==> config.mk <==
export PLATFORM = sky130hd
export DESIGN_NAME = cps_sequencer
export DESIGN_NICKNAME = d
export VERILOG_FILES = /design/src/cps_pkg.sv /design/src/cps_sync_if.sv /design/src/cps_sequencer.sv /design/src/cps_sync.sv
export SDC_FILE = /design/constraint.sdc
export NUM_CORES = 1
export LEC_CHECK = 0
export BUFFER_PORTS_ARGS = -buffer_cell sky130_fd_sc_hd__buf_2
export CORE_MARGIN = 8
export CORE_UTILIZATION = 55
export DETAILED_ROUTE_END_ITERATION = 6
export PLACE_DENSITY = 0.83
export SYNTH_ARGS = -nofsm -noshare
export SYNTH_HDL_FRONTEND = slang
export SYNTH_HIERARCHICAL = 1
export SYNTH_SLANG_ARGS = --single-unit
==> constraint.sdc <==
create_clock -name clk_sys_in -period 3.3 [get_ports clk_sys_in]
set_input_delay 0.66 -clock clk_sys_in [delete_from_list [all_inputs] [get_ports clk_sys_in]]
set_output_delay 0.66 -clock clk_sys_in [all_outputs]
set_load 0.005 [all_outputs]
==> src/cps_pkg.sv <==
// cps_pkg: constants for the chassis power-on sequencer
// assumes a 250 MHz system clock; no software-visible registers
package cps_pkg;
  // -----------------------------------------------------------------
  // clock and timing
  // -----------------------------------------------------------------
  localparam int unsigned CLK_FREQ_HZ   = 250_000_000;
  localparam int unsigned GAP_1_2_US    = 1000;  // 1 ms
  localparam int unsigned GAP_2_3_US    = 3000;  // 3 ms
  localparam int unsigned GAP_3_4_US    = 1000;  // 1 ms
  localparam int unsigned CYC_PER_US    = CLK_FREQ_HZ / 1_000_000;
  localparam int unsigned GAP_1_2_CYC   = GAP_1_2_US * CYC_PER_US;
  localparam int unsigned GAP_2_3_CYC   = GAP_2_3_US * CYC_PER_US;
  localparam int unsigned GAP_3_4_CYC   = GAP_3_4_US * CYC_PER_US;
  localparam int unsigned CNT_W         = 20;
  // -----------------------------------------------------------------
  // rail and status layout
  // -----------------------------------------------------------------
  localparam int unsigned RAIL_COUNT    = 4;
  localparam int unsigned RAIL_5V       = 0;
  localparam int unsigned RAIL_P12V     = 1;
  localparam int unsigned RAIL_3V3      = 2;
  localparam int unsigned RAIL_N12V     = 3;
  localparam int unsigned MON_COUNT     = 3;  // under-voltage bits: 3v3, 5v, 12v
  localparam int unsigned MON_3V3       = 0;
  localparam int unsigned MON_5V        = 1;
  localparam int unsigned MON_12V       = 2;
  localparam int unsigned SYNC_STAGES   = 2;
  localparam logic [3:0]  RAILS_OFF     = 4'h0;
  // -----------------------------------------------------------------
  // sequencer states
  // -----------------------------------------------------------------
  typedef enum logic [4:0] {
    CPS_IDLE  = 5'h01,
    CPS_RAIL1 = 5'h02,
    CPS_RAIL2 = 5'h04,
    CPS_RAIL3 = 5'h08,
    CPS_ON    = 5'h10
  } cps_state_e;
endpackage

==> src/cps_sync_if.sv <==
// cps_sync_if: bundle of raw async status bits and their synchronised copies
// assumes one clock shared by both ends
`timescale 1ns/1ps
interface cps_sync_if #(parameter int unsigned WIDTH = 4);
  logic [WIDTH-1:0] raw;
  logic [WIDTH-1:0] synced;
  modport src (output raw, input synced);
  modport snk (input raw, output synced);
endinterface
==> src/cps_sequencer.sv <==
// cps_sequencer: picks the power-on request source, steps four rail enables
// up with timed gaps, and reports power good from rail status
// assumes request pins are synchronous; monitor and fail inputs are async
//
// Behaviour
// - selector high: use slot request, ignore external request
// - selector low: use external request, ignore slot request
// - slot request high with selector high starts rail sequence
// - external request high with selector low starts rail sequence
// - raise enables 1..4 in order, gaps 1 ms, 3 ms, 1 ms
// - enables drive 5 V, +12 V, 3.3 V, -12 V rails respectively
// - request low or power fail shuts the supplies down
// - power good high only when 12 V, 5 V, 3.3 V above thresholds
// - power good low when any of those rails is under threshold
`timescale 1ns/1ps
module cps_sequencer #(
  parameter int unsigned GAP_1_2_CYC = cps_pkg::GAP_1_2_CYC,
  parameter int unsigned GAP_2_3_CYC = cps_pkg::GAP_2_3_CYC,
  parameter int unsigned GAP_3_4_CYC = cps_pkg::GAP_3_4_CYC
) (
  input  wire logic                            clk_sys_in,
  input  wire logic                            reset_n_in,
  input  wire logic                            request_source_select_in,
  input  wire logic                            slot_power_request_in,
  input  wire logic                            external_power_request_in,
  input  wire logic [cps_pkg::MON_COUNT-1:0]   rail_undervolt_in,
  input  wire logic                            power_fail_in,
  output logic [cps_pkg::RAIL_COUNT-1:0]       rail_enable_out,
  output logic                                 power_good_out,
  output logic                                 sequence_busy_out
);
  // -----------------------------------------------------------------
  // synchronise the async status inputs
  // -----------------------------------------------------------------
  localparam int unsigned SW = cps_pkg::MON_COUNT + 1;

  cps_sync_if #(.WIDTH(SW)) sync_bus ();

  assign sync_bus.raw = {power_fail_in, rail_undervolt_in};

  cps_sync #(.WIDTH(SW)) u_sync (
    .clk_sys_in (clk_sys_in),
    .reset_n_in (reset_n_in),
    .bus        (sync_bus)
  );

  logic [cps_pkg::MON_COUNT-1:0] undervolt_s;
  logic                          power_fail_s;

  assign undervolt_s  = sync_bus.synced[cps_pkg::MON_COUNT-1:0];
  assign power_fail_s = sync_bus.synced[cps_pkg::MON_COUNT];

  // -----------------------------------------------------------------
  // synchroniser settle guard
  // -----------------------------------------------------------------
  // the synchronisers leave reset reading all rails healthy and no fail;
  // until real samples reach their outputs nothing starts, power good stays low
  logic [1:0] settle_q;
  logic       settled;

  assign settled = (settle_q == 2'(cps_pkg::SYNC_STAGES));

  // counts the edges since reset, then parks
  always_ff @(posedge clk_sys_in) begin
    if (!reset_n_in) begin
      settle_q <= 2'h0;
    end else if (!settled) begin
      settle_q <= settle_q + 2'h1;
    end
  end

  // -----------------------------------------------------------------
  // request source selection
  // -----------------------------------------------------------------
  logic power_on_request;

  // the unselected pin is ignored entirely
  assign power_on_request = request_source_select_in ? slot_power_request_in
                                                     : external_power_request_in;

  // sequence may run only once settled, with a request and no fail
  logic run_ok;
  assign run_ok = settled && power_on_request && !power_fail_s;

  // -----------------------------------------------------------------
  // gap timer
  // -----------------------------------------------------------------
  logic [cps_pkg::CNT_W-1:0] gap_cnt_q;
  logic [cps_pkg::CNT_W-1:0] gap_load;
  logic                      gap_done;

  cps_pkg::cps_state_e state_q;
  cps_pkg::cps_state_e state_d;

  assign gap_done = (gap_cnt_q == '0);

  // reload value for the gap after the rail just raised; a gap of n cycles
  // counts n-1 down to zero so the next rail rises exactly n cycles later
  always_comb begin
    case (state_d)
      cps_pkg::CPS_RAIL1: gap_load = cps_pkg::CNT_W'(GAP_1_2_CYC - 1);
      cps_pkg::CPS_RAIL2: gap_load = cps_pkg::CNT_W'(GAP_2_3_CYC - 1);
      cps_pkg::CPS_RAIL3: gap_load = cps_pkg::CNT_W'(GAP_3_4_CYC - 1);
      default:            gap_load = '0;
    endcase
  end

  // timer reloads on each state change, else counts down to zero
  always_ff @(posedge clk_sys_in) begin
    if (!reset_n_in) begin
      gap_cnt_q <= '0;
    end else if (state_d != state_q) begin
      gap_cnt_q <= gap_load;
    end else if (!gap_done) begin
      gap_cnt_q <= gap_cnt_q - cps_pkg::CNT_W'(1);
    end
  end

  // -----------------------------------------------------------------
  // sequencer state machine
  // -----------------------------------------------------------------
  always_comb begin
    state_d = state_q;
    case (state_q)
      cps_pkg::CPS_IDLE: begin
        if (run_ok) begin
          state_d = cps_pkg::CPS_RAIL1;
        end
      end
      cps_pkg::CPS_RAIL1: begin
        if (!run_ok) begin
          state_d = cps_pkg::CPS_IDLE;
        end else if (gap_done) begin
          state_d = cps_pkg::CPS_RAIL2;
        end
      end
      cps_pkg::CPS_RAIL2: begin
        if (!run_ok) begin
          state_d = cps_pkg::CPS_IDLE;
        end else if (gap_done) begin
          state_d = cps_pkg::CPS_RAIL3;
        end
      end
      cps_pkg::CPS_RAIL3: begin
        if (!run_ok) begin
          state_d = cps_pkg::CPS_IDLE;
        end else if (gap_done) begin
          state_d = cps_pkg::CPS_ON;
        end
      end
      cps_pkg::CPS_ON: begin
        if (!run_ok) begin
          state_d = cps_pkg::CPS_IDLE;
        end
      end
      default: begin
        state_d = cps_pkg::CPS_IDLE;
      end
    endcase
  end

  always_ff @(posedge clk_sys_in) begin
    if (!reset_n_in) begin
      state_q <= cps_pkg::CPS_IDLE;
    end else begin
      state_q <= state_d;
    end
  end

  // -----------------------------------------------------------------
  // rail enable outputs
  // -----------------------------------------------------------------
  logic [cps_pkg::RAIL_COUNT-1:0] rail_en_q;

  // registered from the next state so enables track the state exactly;
  // all rails drop together on shutdown, the supply handles ramp-down
  always_ff @(posedge clk_sys_in) begin
    if (!reset_n_in) begin
      rail_en_q <= cps_pkg::RAILS_OFF;
    end else begin
      rail_en_q <= cps_pkg::RAILS_OFF;
      case (state_d)
        cps_pkg::CPS_RAIL1: begin
          rail_en_q[cps_pkg::RAIL_5V] <= 1'b1;
        end
        cps_pkg::CPS_RAIL2: begin
          rail_en_q[cps_pkg::RAIL_5V]   <= 1'b1;
          rail_en_q[cps_pkg::RAIL_P12V] <= 1'b1;
        end
        cps_pkg::CPS_RAIL3: begin
          rail_en_q[cps_pkg::RAIL_5V]   <= 1'b1;
          rail_en_q[cps_pkg::RAIL_P12V] <= 1'b1;
          rail_en_q[cps_pkg::RAIL_3V3]  <= 1'b1;
        end
        cps_pkg::CPS_ON: begin
          rail_en_q <= {cps_pkg::RAIL_COUNT{1'b1}}; // -12 V last
        end
        default: begin
          rail_en_q <= cps_pkg::RAILS_OFF;
        end
      endcase
    end
  end

  assign rail_enable_out = rail_en_q;

  // -----------------------------------------------------------------
  // power good
  // -----------------------------------------------------------------
  logic power_good_q;

  // only the three monitored rails count; -12 V has no threshold here
  always_ff @(posedge clk_sys_in) begin
    if (!reset_n_in) begin
      power_good_q <= 1'b0;
    end else begin
      power_good_q <= settled && ~|undervolt_s;
    end
  end

  assign power_good_out    = power_good_q;
  assign sequence_busy_out = (state_q != cps_pkg::CPS_IDLE) && (state_q != cps_pkg::CPS_ON);
endmodule // cps_sequencer

==> src/cps_sync.sv <==
// cps_sync: bank of two-flop synchronisers
// assumes inputs are levels, slower than the clock
`timescale 1ns/1ps
module cps_sync #(
  parameter int unsigned WIDTH = 4
) (
  input  wire logic clk_sys_in,
  input  wire logic reset_n_in,
  cps_sync_if.snk   bus
);
  // -----------------------------------------------------------------
  // synchroniser stages
  // -----------------------------------------------------------------
  genvar g;
  generate
    for (g = 0; g < WIDTH; g++) begin : g_bit
      logic meta_q;
      logic sync_q;
      // first flop feeds only the second one
      always_ff @(posedge clk_sys_in) begin
        if (!reset_n_in) begin
          meta_q <= 1'b0;
          sync_q <= 1'b0;
        end else begin
          meta_q <= bus.raw[g];
          sync_q <= meta_q;
        end
      end
      assign bus.synced[g] = sync_q;
    end
  endgenerate
endmodule // cps_sync

After elaboration in Yosys (flattened, before gate mapping) --
Index checks and enable logic that the tools add are counted.
Storage, ports and cells: flip-flop bits (word level) 40, output and inout port bits 6, logic and storage cells 58
Cells by class: add/sub/neg operators 2, eq/ne operators 14, muxes and demuxes 17, reductions and logical operators 12
Operators with widths (count):
- 2-to-1 mux 20 bit | 2
- 2-to-1 mux 5 bit | 8
- case mux 20 bit (2 select lines) | 1
- case mux 5 bit (5 select lines) | 1
- zero test 20 bit | 1
- subtractor 20 x 1 -> 20 bit, second input constant | 1
- equality test 5 x 2 -> 1 bit, second input constant | 2
- equality test 5 x 3 -> 1 bit, second input constant | 2
- equality test 5 x 4 -> 1 bit, second input constant | 2
- equality test 5 bit, second input constant | 2
- OR reduction 3 bit | 2
- equality test 5 x 1 -> 1 bit, second input constant | 1
- 2-to-1 mux 1 bit | 5
- inequality test 5 x 1 -> 1 bit, second input constant | 1
- inequality test 5 bit | 1
- inequality test 5 bit, second input constant | 1
- logical AND 1 bit | 4
- OR reduction 2 bit | 2
- OR reduction 4 bit | 1
- adder 2 x 1 -> 2 bit, second input constant | 1
- equality test 2 bit, second input constant | 1
- zero test 1 bit | 2
- inequality test 2 x 1 -> 1 bit, second input constant | 1

Depth between registers and ports, before layout --
Gate-level depths: netlist of run 1.
word-level depth 9, depth in mapped cells 10

Hierarchy --
The synthesis of run 1 kept the hierarchy.
Modules (own cells, without submodules):
- cps_sequencer | instances 1, cells an instance 209, area each 1726.7 um2
- cps_sync | instances 1, cells an instance 20, area each 240.2 um2

Worst setup path after synthesis of run 1 --
Ideal clock, no wire load.
kind register to register, start point register gap_cnt_q[2] (netlist name), end point register gap_cnt_q[12] (netlist name), library setup time 0.116 ns, arrival time 2.361 ns, data required time 3.184 ns, path slack 0.823 ns, cell stages (with the launch flop) 9, path buffers 1, period minus slack after synthesis 2.477 ns, path through dfxtp_1 > or4_4 > nor4b_4 > a31oi_1 > o21ai_1 > a32oi_2 > and2_0 > buf_2 > a31o_2
Between the ends: longest elaborated chain between the ends 8
Ends and longest elaborated chain:
- start: declaration | line cps_sequencer.sv:88 | logic [cps_pkg::CNT_W-1:0] gap_cnt_q;
- start signal: assignment | line cps_sequencer.sv:113 | gap_cnt_q <= gap_load;
- start signal: assignment | line cps_sequencer.sv:115 | gap_cnt_q <= gap_cnt_q - cps_pkg::CNT_W'(1);
- zero test 20 bit | line cps_sequencer.sv:95 | assign gap_done = (gap_cnt_q == '0);
- 2-to-1 mux 5 bit, on equally long branches | line cps_sequencer.sv:147, cps_sequencer.sv:133, cps_sequencer.sv:140
- 2-to-1 mux 5 bit, on equally long branches | line cps_sequencer.sv:145, cps_sequencer.sv:131, cps_sequencer.sv:138
- case mux 5 bit (5 select lines) | line cps_sequencer.sv:124 | case (state_q)
- equality test 5 x 4 -> 1 bit or equality test 5 x 2 -> 1 bit (tied branches) | line cps_sequencer.sv:100 | case (state_d)
- OR reduction 2 bit (no source line)
- case mux 20 bit (2 select lines) | line cps_sequencer.sv:100
- 2-to-1 mux 20 bit | line cps_sequencer.sv:112 | end else if (state_d != state_q) begin
Several ways; a longest one is shown, not always the timed one. The select of a mux whose other input is x is not followed. A chain may end at the register's enable or synchronous reset.

Final worst setup path of run 1 --
start point register gap_cnt_q[2] (netlist name), end point register gap_cnt_q[0] (netlist name)
Between the ends: longest elaborated chain between the ends 8
Ends and longest elaborated chain (line):
- zero test 20 bit (*) | cps_sequencer.sv:95
- 2-to-1 mux 5 bit, on equally long branches | cps_sequencer.sv:147, cps_sequencer.sv:133, cps_sequencer.sv:140
- 2-to-1 mux 5 bit, on equally long branches | cps_sequencer.sv:145, cps_sequencer.sv:131, cps_sequencer.sv:138
- case mux 5 bit (5 select lines) | cps_sequencer.sv:124
- equality test 5 x 4 -> 1 bit or equality test 5 x 2 -> 1 bit (tied branches) | cps_sequencer.sv:100
- OR reduction 2 bit (no source line)
- case mux 20 bit (2 select lines) | cps_sequencer.sv:100
- 2-to-1 mux 20 bit | cps_sequencer.sv:112
Mark *: on every way between the ends. The rest lies on a longest branch, timed or not.

==> impl_metrics.tcl, run 1 <==
set metrics [dict create \
    synth_ff_type "dfxtp_1" \
    crit_chain "or4_4, nor4b_4, a31oi_1, o21ai_1, a32oi_2, nor4b_4, o21bai_1" \
    setup_viol_count_final 0 \
    nFillCells 290 \
    synth.cell_area_mm2 0.00197 \
    grt_pass1_wl_mm 6.47 \
    insertion_delay_ns 0.34 \
    antenna_found_initial 0 \
    ctsHoldBuffers 0 \
    synth_edf_count 0 \
    numCtsBuffers 5 \
    hp-start "u_sync/g_bit[2].meta_q" \
    r2r_end "gap_cnt_q[0]" \
    drc 0 \
    post-route-period-util_pct 84.3 \
    antennaDiodeCount 0 \
    max-cap-violations 0 \
    cts.reportedPaths.clkPinSlew_ns 0.11 \
    viasPerCell 5.58 \
    slew_headroom_pct 60.6 \
    detail_route.wl_per_cell_um 12.9 \
    die_h_um 75.8 \
    cp_common_cell "nor4b_4" \
    critPathKind "flip-flop to flip-flop" \
    ys_top_cells_by_area "dfxtp_1 (41%), nor2_1 (5.7%), xor2_1 (4.9%)" \
    cp_max_fo 9 \
    cts_num_sinks 40 \
    start_kind "flip-flop" \
    ys_ff_latch 40 \
    io_pins 15 \
    cp.arrival_ns 3.06 \
    hold_slack_ns 0.434 \
    outcome "complete, no violations" \
    rr_worst_depth 7 \
    rows 21 \
    place_hpwl_mm 2.64 \
    routabilityCongestion 0.954 \
    synth.most_common_cell "dfxtp_1" \
    async_reset_ff_share_pct 0 \
    ys_types 45 \
    hold_violations 0 \
    hold_depth 1 \
    end_kind "flip-flop" \
    cp.required_ns 3.58 \
    crit_path_top_delay_cell "or4_4" \
    min_period_ns 2.78 \
    yosysWarningCount 6 \
    cp_num_buf_inv 0 \
    synthDominantCellAreaShare_pct 40.7 \
    layout-drive-gt1-share_pct 14.6 \
    whs_endpoint "u_sync/g_bit[2].sync_q" \
    port_buffers 14 \
    htreeDepth 2 \
    synthTopCellsByCount "dfxtp_1 (40), nor2_1 (30), nand2_1 (19), and2_1 (12), o21ai_0 (12)" \
    cts.path.max_buffers 2 \
    dieArea_mm2 0.00575 \
    drtIter0Drc 166 \
    finalClockSkew_ns 0.00809 \
    detail-route-antenna-nets 0 \
    grt_usage_pct 14.7 \
    slew_viol_final 0 \
    syn_avg_cell_area_um2 8.59 \
    post-cts-setup-buffers 0 \
    fin_setup_tns_ns 0 \
    p_leak_nw 0.864 \
    start_util_pct 58.0 \
    cts_resized 0 \
    path_delay_family "simple AND/OR/NAND/NOR gates" \
    syn_inst 229 \
    area_delta_synth_final_pct 6.55 \
    r2r_slack_ns 0.52 \
    core_area_mm2 0.00339 \
    worst_slew_pin_slew_ns 0.585 \
    grt_pass1_vias 1533 \
    num_vias 1590 \
    firstDrtPassIters 4 \
    root_buffer "clkbuf_4" \
    syn-num-nets 240 \
    rsz0062_at_grt "no" \
    die_w_um 75.8 \
    grt_max_degree 28 \
    r2r_start "gap_cnt_q[2]" \
    final_nets 249 \
    cts_tree "done" \
    clock.fmax_ghz 0.360 \
    powerDensity_mw_per_mm2 891 \
    drt-total-wl_mm 3.67 \
    grt_overflow 0 \
    vdd_drop_max_mv 0.465 \
    hold_path_class "flip-flop to flip-flop" \
    yosysTopAreaCell "dfxtp_1" \
    crit_path_max_incr_delay_ns 0.58 \
    seq_area_frac_synth_pct 40.7 \
]
## cells by family (layout without fill, tap and decap cells)
kind of cell    after synthesis  after routing  synth area share, %
flops                        40             40                 40.7
xor+xnor                     20             20                 8.91
buf+inv                      17             27                 4.26
simple gates                107            107                 30.1
mux                           1              1                0.509
fa+ha+maj                     2              2                 1.27
compound gates               42             42                 14.2
## power breakdown
group	internal [mW]	switching, mW	leakage [nW]
Combinational	0.400	0.493	0.504
Clock	0.105	0.149	0.0326
Sequential	0.609	0.111	0.328
## registers in the layout (all words and copies together), names as in the netlist
| register | cells |
|---|---|
| gap_cnt_q | 20 |
| power_good_out | 1 |
| rail_enable_out | 4 |
| settle_q | 2 |
| state_q | 5 |
| u_sync/g_bit.meta_q | 4 |
| u_sync/g_bit.sync_q | 4 |
## worst max-delay path by stage
| stage | slack (ns) | to | start | cells after the start |
|---|---|---|---|---|
| 2_1_floorplan | 0.82 | gap_cnt_q[12] | gap_cnt_q[2] | 8 |
| 3_5_place_dp | 0.53 | gap_cnt_q[0] | gap_cnt_q[2] | 7 |
| 5_1_grt | 0.27 | gap_cnt_q[0] | gap_cnt_q[2] | 7 |
| 3_3_place_gp | 0.60 | gap_cnt_q[1] | gap_cnt_q[2] | 7 |
| 6_report | 0.52 | gap_cnt_q[0] | gap_cnt_q[2] | 7 |
| 4_1_cts | 0.53 | gap_cnt_q[0] | gap_cnt_q[2] | 7 |
## per-layer routing
| layer | global-route usage [%] | vias up | share of wire [%] |
|---|---|---|---|
| met2 | 24.8 | 38 | 47 |
| li1 | - | 809 | - |
| met4 | 6.61 | 0 | 1.9 |
| met5 | 0 | - | 0 |
| met3 | 5.26 | 9 | 6.0 |
| met1 | 16.2 | 734 | 45 |
## per-stage QoR
step	setup slack (ns)	instances	total power, mW	area (µm²)	utilization, %
3_3_place_gp	0.604	277	1.59	2040	60.1
4_1_cts	0.529	285	1.88	2100	61.8
2_1_floorplan	0.823	229	1.46	1970	-
5_1_grt	0.268	285	2.04	2100	61.8
6_report	0.520	285	1.87	2100	61.8
3_5_place_dp	0.528	277	1.62	2040	60.1
## cell usage in the layout, fill, tap and decap left out, drive strengths merged, types with 2 or more instances in the layout
cell type / n
ha: 2
clkbuf: 8
or3: 2
nand3b: 2
nand2b: 6
or4: 3
o21a: 3
nand3: 4
a21oi: 7
nand4: 2
o21ai: 13
inv: 3
dfxtp: 40
or2: 3
xnor2: 9
nor3: 8
nor4b: 2
and2: 13
nand2: 19
o21bai: 2
buf: 16
a31o: 7
nor2b: 3
nor4: 5
nor2: 30
a31oi: 4
xor2: 11
## layout make-up
cell class,count,area [µm²],share of cell area [%]
repair buffers,16,85.1,4.06
clock buffers,8,58.8,2.81
well taps,46,57.6,2.75
inverters,3,11.3,0.537
multi-input cells,172,1080,51.6
flip-flops and latches,40,801,38.2
No activity file was read; power rests on OpenSTA's default activity.
==> run 2: changes to the inputs <==
clock period = 2.9 ns   (was 3.3 ns; I/O delays follow)
==> impl_metrics.tcl, run 2 (same netlist as run 1, synthesis figures left out) <==
set metrics [dict create \
    outcome "complete, no violations" \
    antenna_found_initial 0 \
    regMostFlops "gap_cnt_q" \
    die_w_um 75.8 \
    place_hpwl_mm 2.75 \
    fin_setup_tns_ns 0 \
    stdcell_area_mm2 0.00215 \
    clock.fmax_ghz 0.376 \
    hold_violations 0 \
    cts_resized 0 \
    max-cap-violations 0 \
    rsz0062_at_grt "no" \
    ctsHoldBuffers 0 \
    drc 0 \
    vdd_drop_max_mv 0.441 \
    cts.path.max_buffers 2 \
    largest_register_ffs 20 \
    slew_viol_final 0 \
    detail_route.wl_per_cell_um 13.3 \
    min_period_ns 2.66 \
    viasPerCell 5.50 \
    firstDrtPassIters 4 \
    p_leak_nw 0.899 \
    detail-route-antenna-nets 0 \
    start_util_pct 58.0 \
    cp.arrival_ns 2.95 \
    cts.reportedPaths.clkPinSlew_ns 0.12 \
    insertion_delay_ns 0.34 \
    end_kind "flip-flop" \
    grt_usage_pct 14.9 \
    grt_pass1_vias 1518 \
    place_area_mm2 0.00207 \
    grt_max_degree 18 \
    cp.required_ns 3.18 \
    finalClockSkew_ns 0.0101 \
    final_nets 254 \
    drtIter0Drc 185 \
    grt_overflow 0 \
    area_delta_synth_final_pct 9.35 \
    dieArea_mm2 0.00575 \
    die_h_um 75.8 \
    routabilityCongestion 0.868 \
    slew_headroom_pct 65.4 \
    worst_slew_pin_slew_ns 0.516 \
    antennaDiodeCount 0 \
    post-route-period-util_pct 91.8 \
    post-cts-setup-buffers 0 \
    cts_num_sinks 40 \
    root_buffer "clkbuf_4" \
    start_kind "flip-flop" \
    grt_pass1_wl_mm 6.58 \
    port_buffers 14 \
    hold_path_class "input port to flip-flop" \
    fin_ws_ns 0.238 \
    htreeDepth 2 \
    critPathKind "flip-flop to flip-flop" \
    rows 21 \
    layout-drive-gt1-share_pct 16.8 \
    reg_top3 "gap_cnt_q: 20 flops, state_q: 5 flops" \
    final_util_pct 63.5 \
    num_vias 1594 \
    r2r_slack_ns 0.24 \
    p_total_mw 2.26 \
    drt-total-wl_mm 3.87 \
    powerDensity_mw_per_mm2 1050 \
    final_common_cell "dfxtp_1" \
    place_ws_ns 0.280 \
    most-common-layout-cells "dfxtp_1 (40), nor2_1 (30), nand2_1 (19)" \
    cts_tree "done" \
    core_area_mm2 0.00339 \
    io_pins 15 \
    setup_viol_count_final 0 \
    numCtsBuffers 5 \
    cp_max_fo 9 \
]
==> run 2: changes by cell type in the layout (fill, tap and decap cells not counted) <==
cell       previous run  this run
bufinv_16             0         1
clkinv_2              0         1
clkbuf_8              1         0
buf_4                 2         7
clkbuf_1              2         1
==> run 2: final timing paths <==
check             cells after the start                endpoint                    from
setup / recovery                      7            gap_cnt_q[1]            gap_cnt_q[2]
hold reg to reg                       1  u_sync/g_bit[0].sync_q  u_sync/g_bit[0].meta_q
setup reg to reg                      7            gap_cnt_q[1]            gap_cnt_q[2]
hold / removal                        2  u_sync/g_bit[1].meta_q    rail_undervolt_in[1]
==> run 2: per-layer routing <==
metal  routed length, µm  track usage, %
met2                1910            25.6
met5                   0               0
met4                  71            8.10
met3                 183            3.29
met1                1710            16.7
==> run 2: cell type report <==
class / instances / area (µm²)
well taps: 46 / 57.6
clock buffers: 6 / 41.3
fillers: 281 / 1240
repair buffers: 21 / 123
inverters: 3 / 11.3
clock inverters: 2 / 35.0
multi-input cells: 172 / 1080
flip-flops and latches: 40 / 801
==> run 2: worst max-delay path, cell delays in order (launching register included) <==
cell and delay (ns):
dfxtp_1 0.36, or4_4 0.58, nor4b_4 0.35, and3_1 0.33
a31oi_1 0.13, o21ai_0 0.19, nor4b_4 0.48, o21bai_1 0.18
==> run 2: power by group <==
group / switching [mW] / internal (mW)
Sequential: 0.131 / 0.693
Clock: 0.176 / 0.181
Combinational: 0.576 / 0.500
Total: 0.883 / 1.37
==> run 2: through the flow <==
stage                     hold WS (ns)  instances
after floorplan                  0.412        229
after detailed placement         0.417        282
after global routing             0.431        290
final                            0.435        290
after global placement           0.414        282
after CTS                        0.422        290
==> run 3: changes to the inputs <==
SETUP_SLACK_MARGIN = 0.3   (was unset)
==> impl_metrics.tcl, run 3 (same netlist as run 1, synthesis figures left out) <==
set metrics [dict create \
    grt_pass1_vias 1529 \
    nFillCells 269 \
    grt_overflow 0 \
    min_period_ns 2.46 \
    hold_violations 0 \
    place_hpwl_mm 2.75 \
    die_h_um 75.8 \
    most-common-layout-cells "dfxtp_1 (40), nor2_1 (30), nand2_1 (19)" \
    port_buffers 14 \
    rsz0062_at_grt "no" \
    finalClockSkew_ns 0.00842 \
    antenna_found_initial 0 \
    p_sw_share_pct 39.1 \
    cts.path.max_buffers 2 \
    p_comb_share_pct 48.2 \
    firstDrtPassIters 6 \
    hold_depth 2 \
    slew_headroom_pct 68.3 \
    clock.fmax_ghz 0.407 \
    cp.required_ns 3.14 \
    routabilityCongestion 0.868 \
    drt-total-wl_mm 3.91 \
    powerDensity_mw_per_mm2 1040 \
    pwr-share-seq_pct 36.2 \
    max-cap-violations 0 \
    end_kind "flip-flop" \
    io_pins 15 \
    detail-route-antenna-nets 0 \
    grt_pass1_wl_mm 6.63 \
    antennaDiodeCount 0 \
    root_buffer "clkbuf_4" \
    pwr-share-clk_pct 15.6 \
    grt_usage_pct 15.0 \
    core_area_mm2 0.00339 \
    cp_max_fo 7 \
    cp.arrival_ns 2.70 \
    vdd_drop_max_mv 0.441 \
    hold_path_class "input port to flip-flop" \
    numCtsBuffers 5 \
    grt_max_degree 18 \
    rr_worst_depth 7 \
    final_common_cell "dfxtp_1" \
    p_leak_nw 0.912 \
    regMostFlops "gap_cnt_q" \
    area_delta_synth_final_pct 11.4 \
    drtIter0Drc 213 \
    largest_register_ffs 20 \
    fin_ws_ns 0.443 \
    rows 21 \
    layout-drive-gt1-share_pct 18.7 \
    slew_viol_final 0 \
    outcome "complete, no violations" \
    critPathKind "flip-flop to flip-flop" \
    num_vias 1626 \
    final_nets 256 \
    die_w_um 75.8 \
    htreeDepth 2 \
    post-route-period-util_pct 84.7 \
    regArea_um2 801 \
    cts.reportedPaths.clkPinSlew_ns 0.11 \
    fin_setup_tns_ns 0 \
    setup_viol_count_final 0 \
    drc 0 \
    start_util_pct 58.0 \
    viasPerCell 5.57 \
    p_total_mw 2.28 \
    worst_slew_pin_slew_ns 0.472 \
    switching_power_mw 0.893 \
    detail_route.wl_per_cell_um 13.4 \
    start_kind "flip-flop" \
    cts_num_sinks 40 \
    place_ws_ns 0.280 \
    cts_tree "done" \
    insertion_delay_ns 0.34 \
    reg_top3 "gap_cnt_q: 20 flops, state_q: 5 flops" \
    power.internal_mw 1.39 \
    dieArea_mm2 0.00575 \
    multiInputGateArea_mm2 0.00111 \
]
run 3: changes by cell type in the layout (fill, tap and decap cells not counted), sizes merged:
cell and change:
buf +2
run 3: worst paths after layout:
| check | to | slack [ns] | from |
|---|---|---|---|
| setup / recovery | gap_cnt_q[7] | 0.44 | gap_cnt_q[2] |
| hold / removal | u_sync/g_bit[1].meta_q | 0.43 | rail_undervolt_in[1] |
| setup reg to reg | gap_cnt_q[7] | 0.44 | gap_cnt_q[2] |
| hold reg to reg | u_sync/g_bit[0].sync_q | 0.45 | u_sync/g_bit[0].meta_q |
run 3: per-layer routing:
metal / track usage (%) / share of wire, % / vias to the layer above
li1: - / - / 819
met1: 17.0 / 43 / 760
met2: 25.7 / 51 / 40
met3: 3.29 / 4.9 / 7
met4: 8.10 / 1.8 / 0
met5: 0 / 0 / -
run 3: area by class of cell:
cell class,count,area share (%)
Multi-Input combinational cell,172,50.5
Clock inverter,2,1.60
Clock buffer,6,1.88
Inverter,3,0.514
Sequential cell,40,36.6
Timing Repair Buffer,23,6.28
Tap cell,46,2.63
run 3: power groups by stage:
stage / Sequential (mW) / Clock, mW / Combinational, mW
finish: 0.826 / 0.356 / 1.10
global route: 0.845 / 0.380 / 1.23
CTS: 0.821 / 0.364 / 1.07
detailed placement: 0.834 / 0 / 1.06
global placement: 0.825 / 0 / 1.04
floorplan: 0.802 / 0 / 0.860
run 3: worst max-delay path, stage by stage, from the launching register on:
cell     delay, ns
dfxtp_1       0.36
or4_4         0.58
nor4b_4       0.32
a31oi_1       0.20
o21ai_2       0.19
a32oi_4       0.17
and2_1        0.28
a31o_2        0.26
run 3: metrics by stage:
stage          hold WS (ns)  instance area, µm²  std cells  util (%)
2_1_floorplan         0.412                1970        229         -
3_3_place_gp          0.414                2070        282      61.2
3_5_place_dp          0.417                2070        282      61.2
4_1_cts               0.422                2170        292      63.9
5_1_grt               0.431                2190        292      64.6
6_report              0.434                2190        292      64.6
run 3: what timing repair did:
item,CTS,global route
hold buffers,0,0
buffers inserted,2,0
gates resized for setup,0,6
pin swaps,0,2
endpoints found under the setup margin,9,14
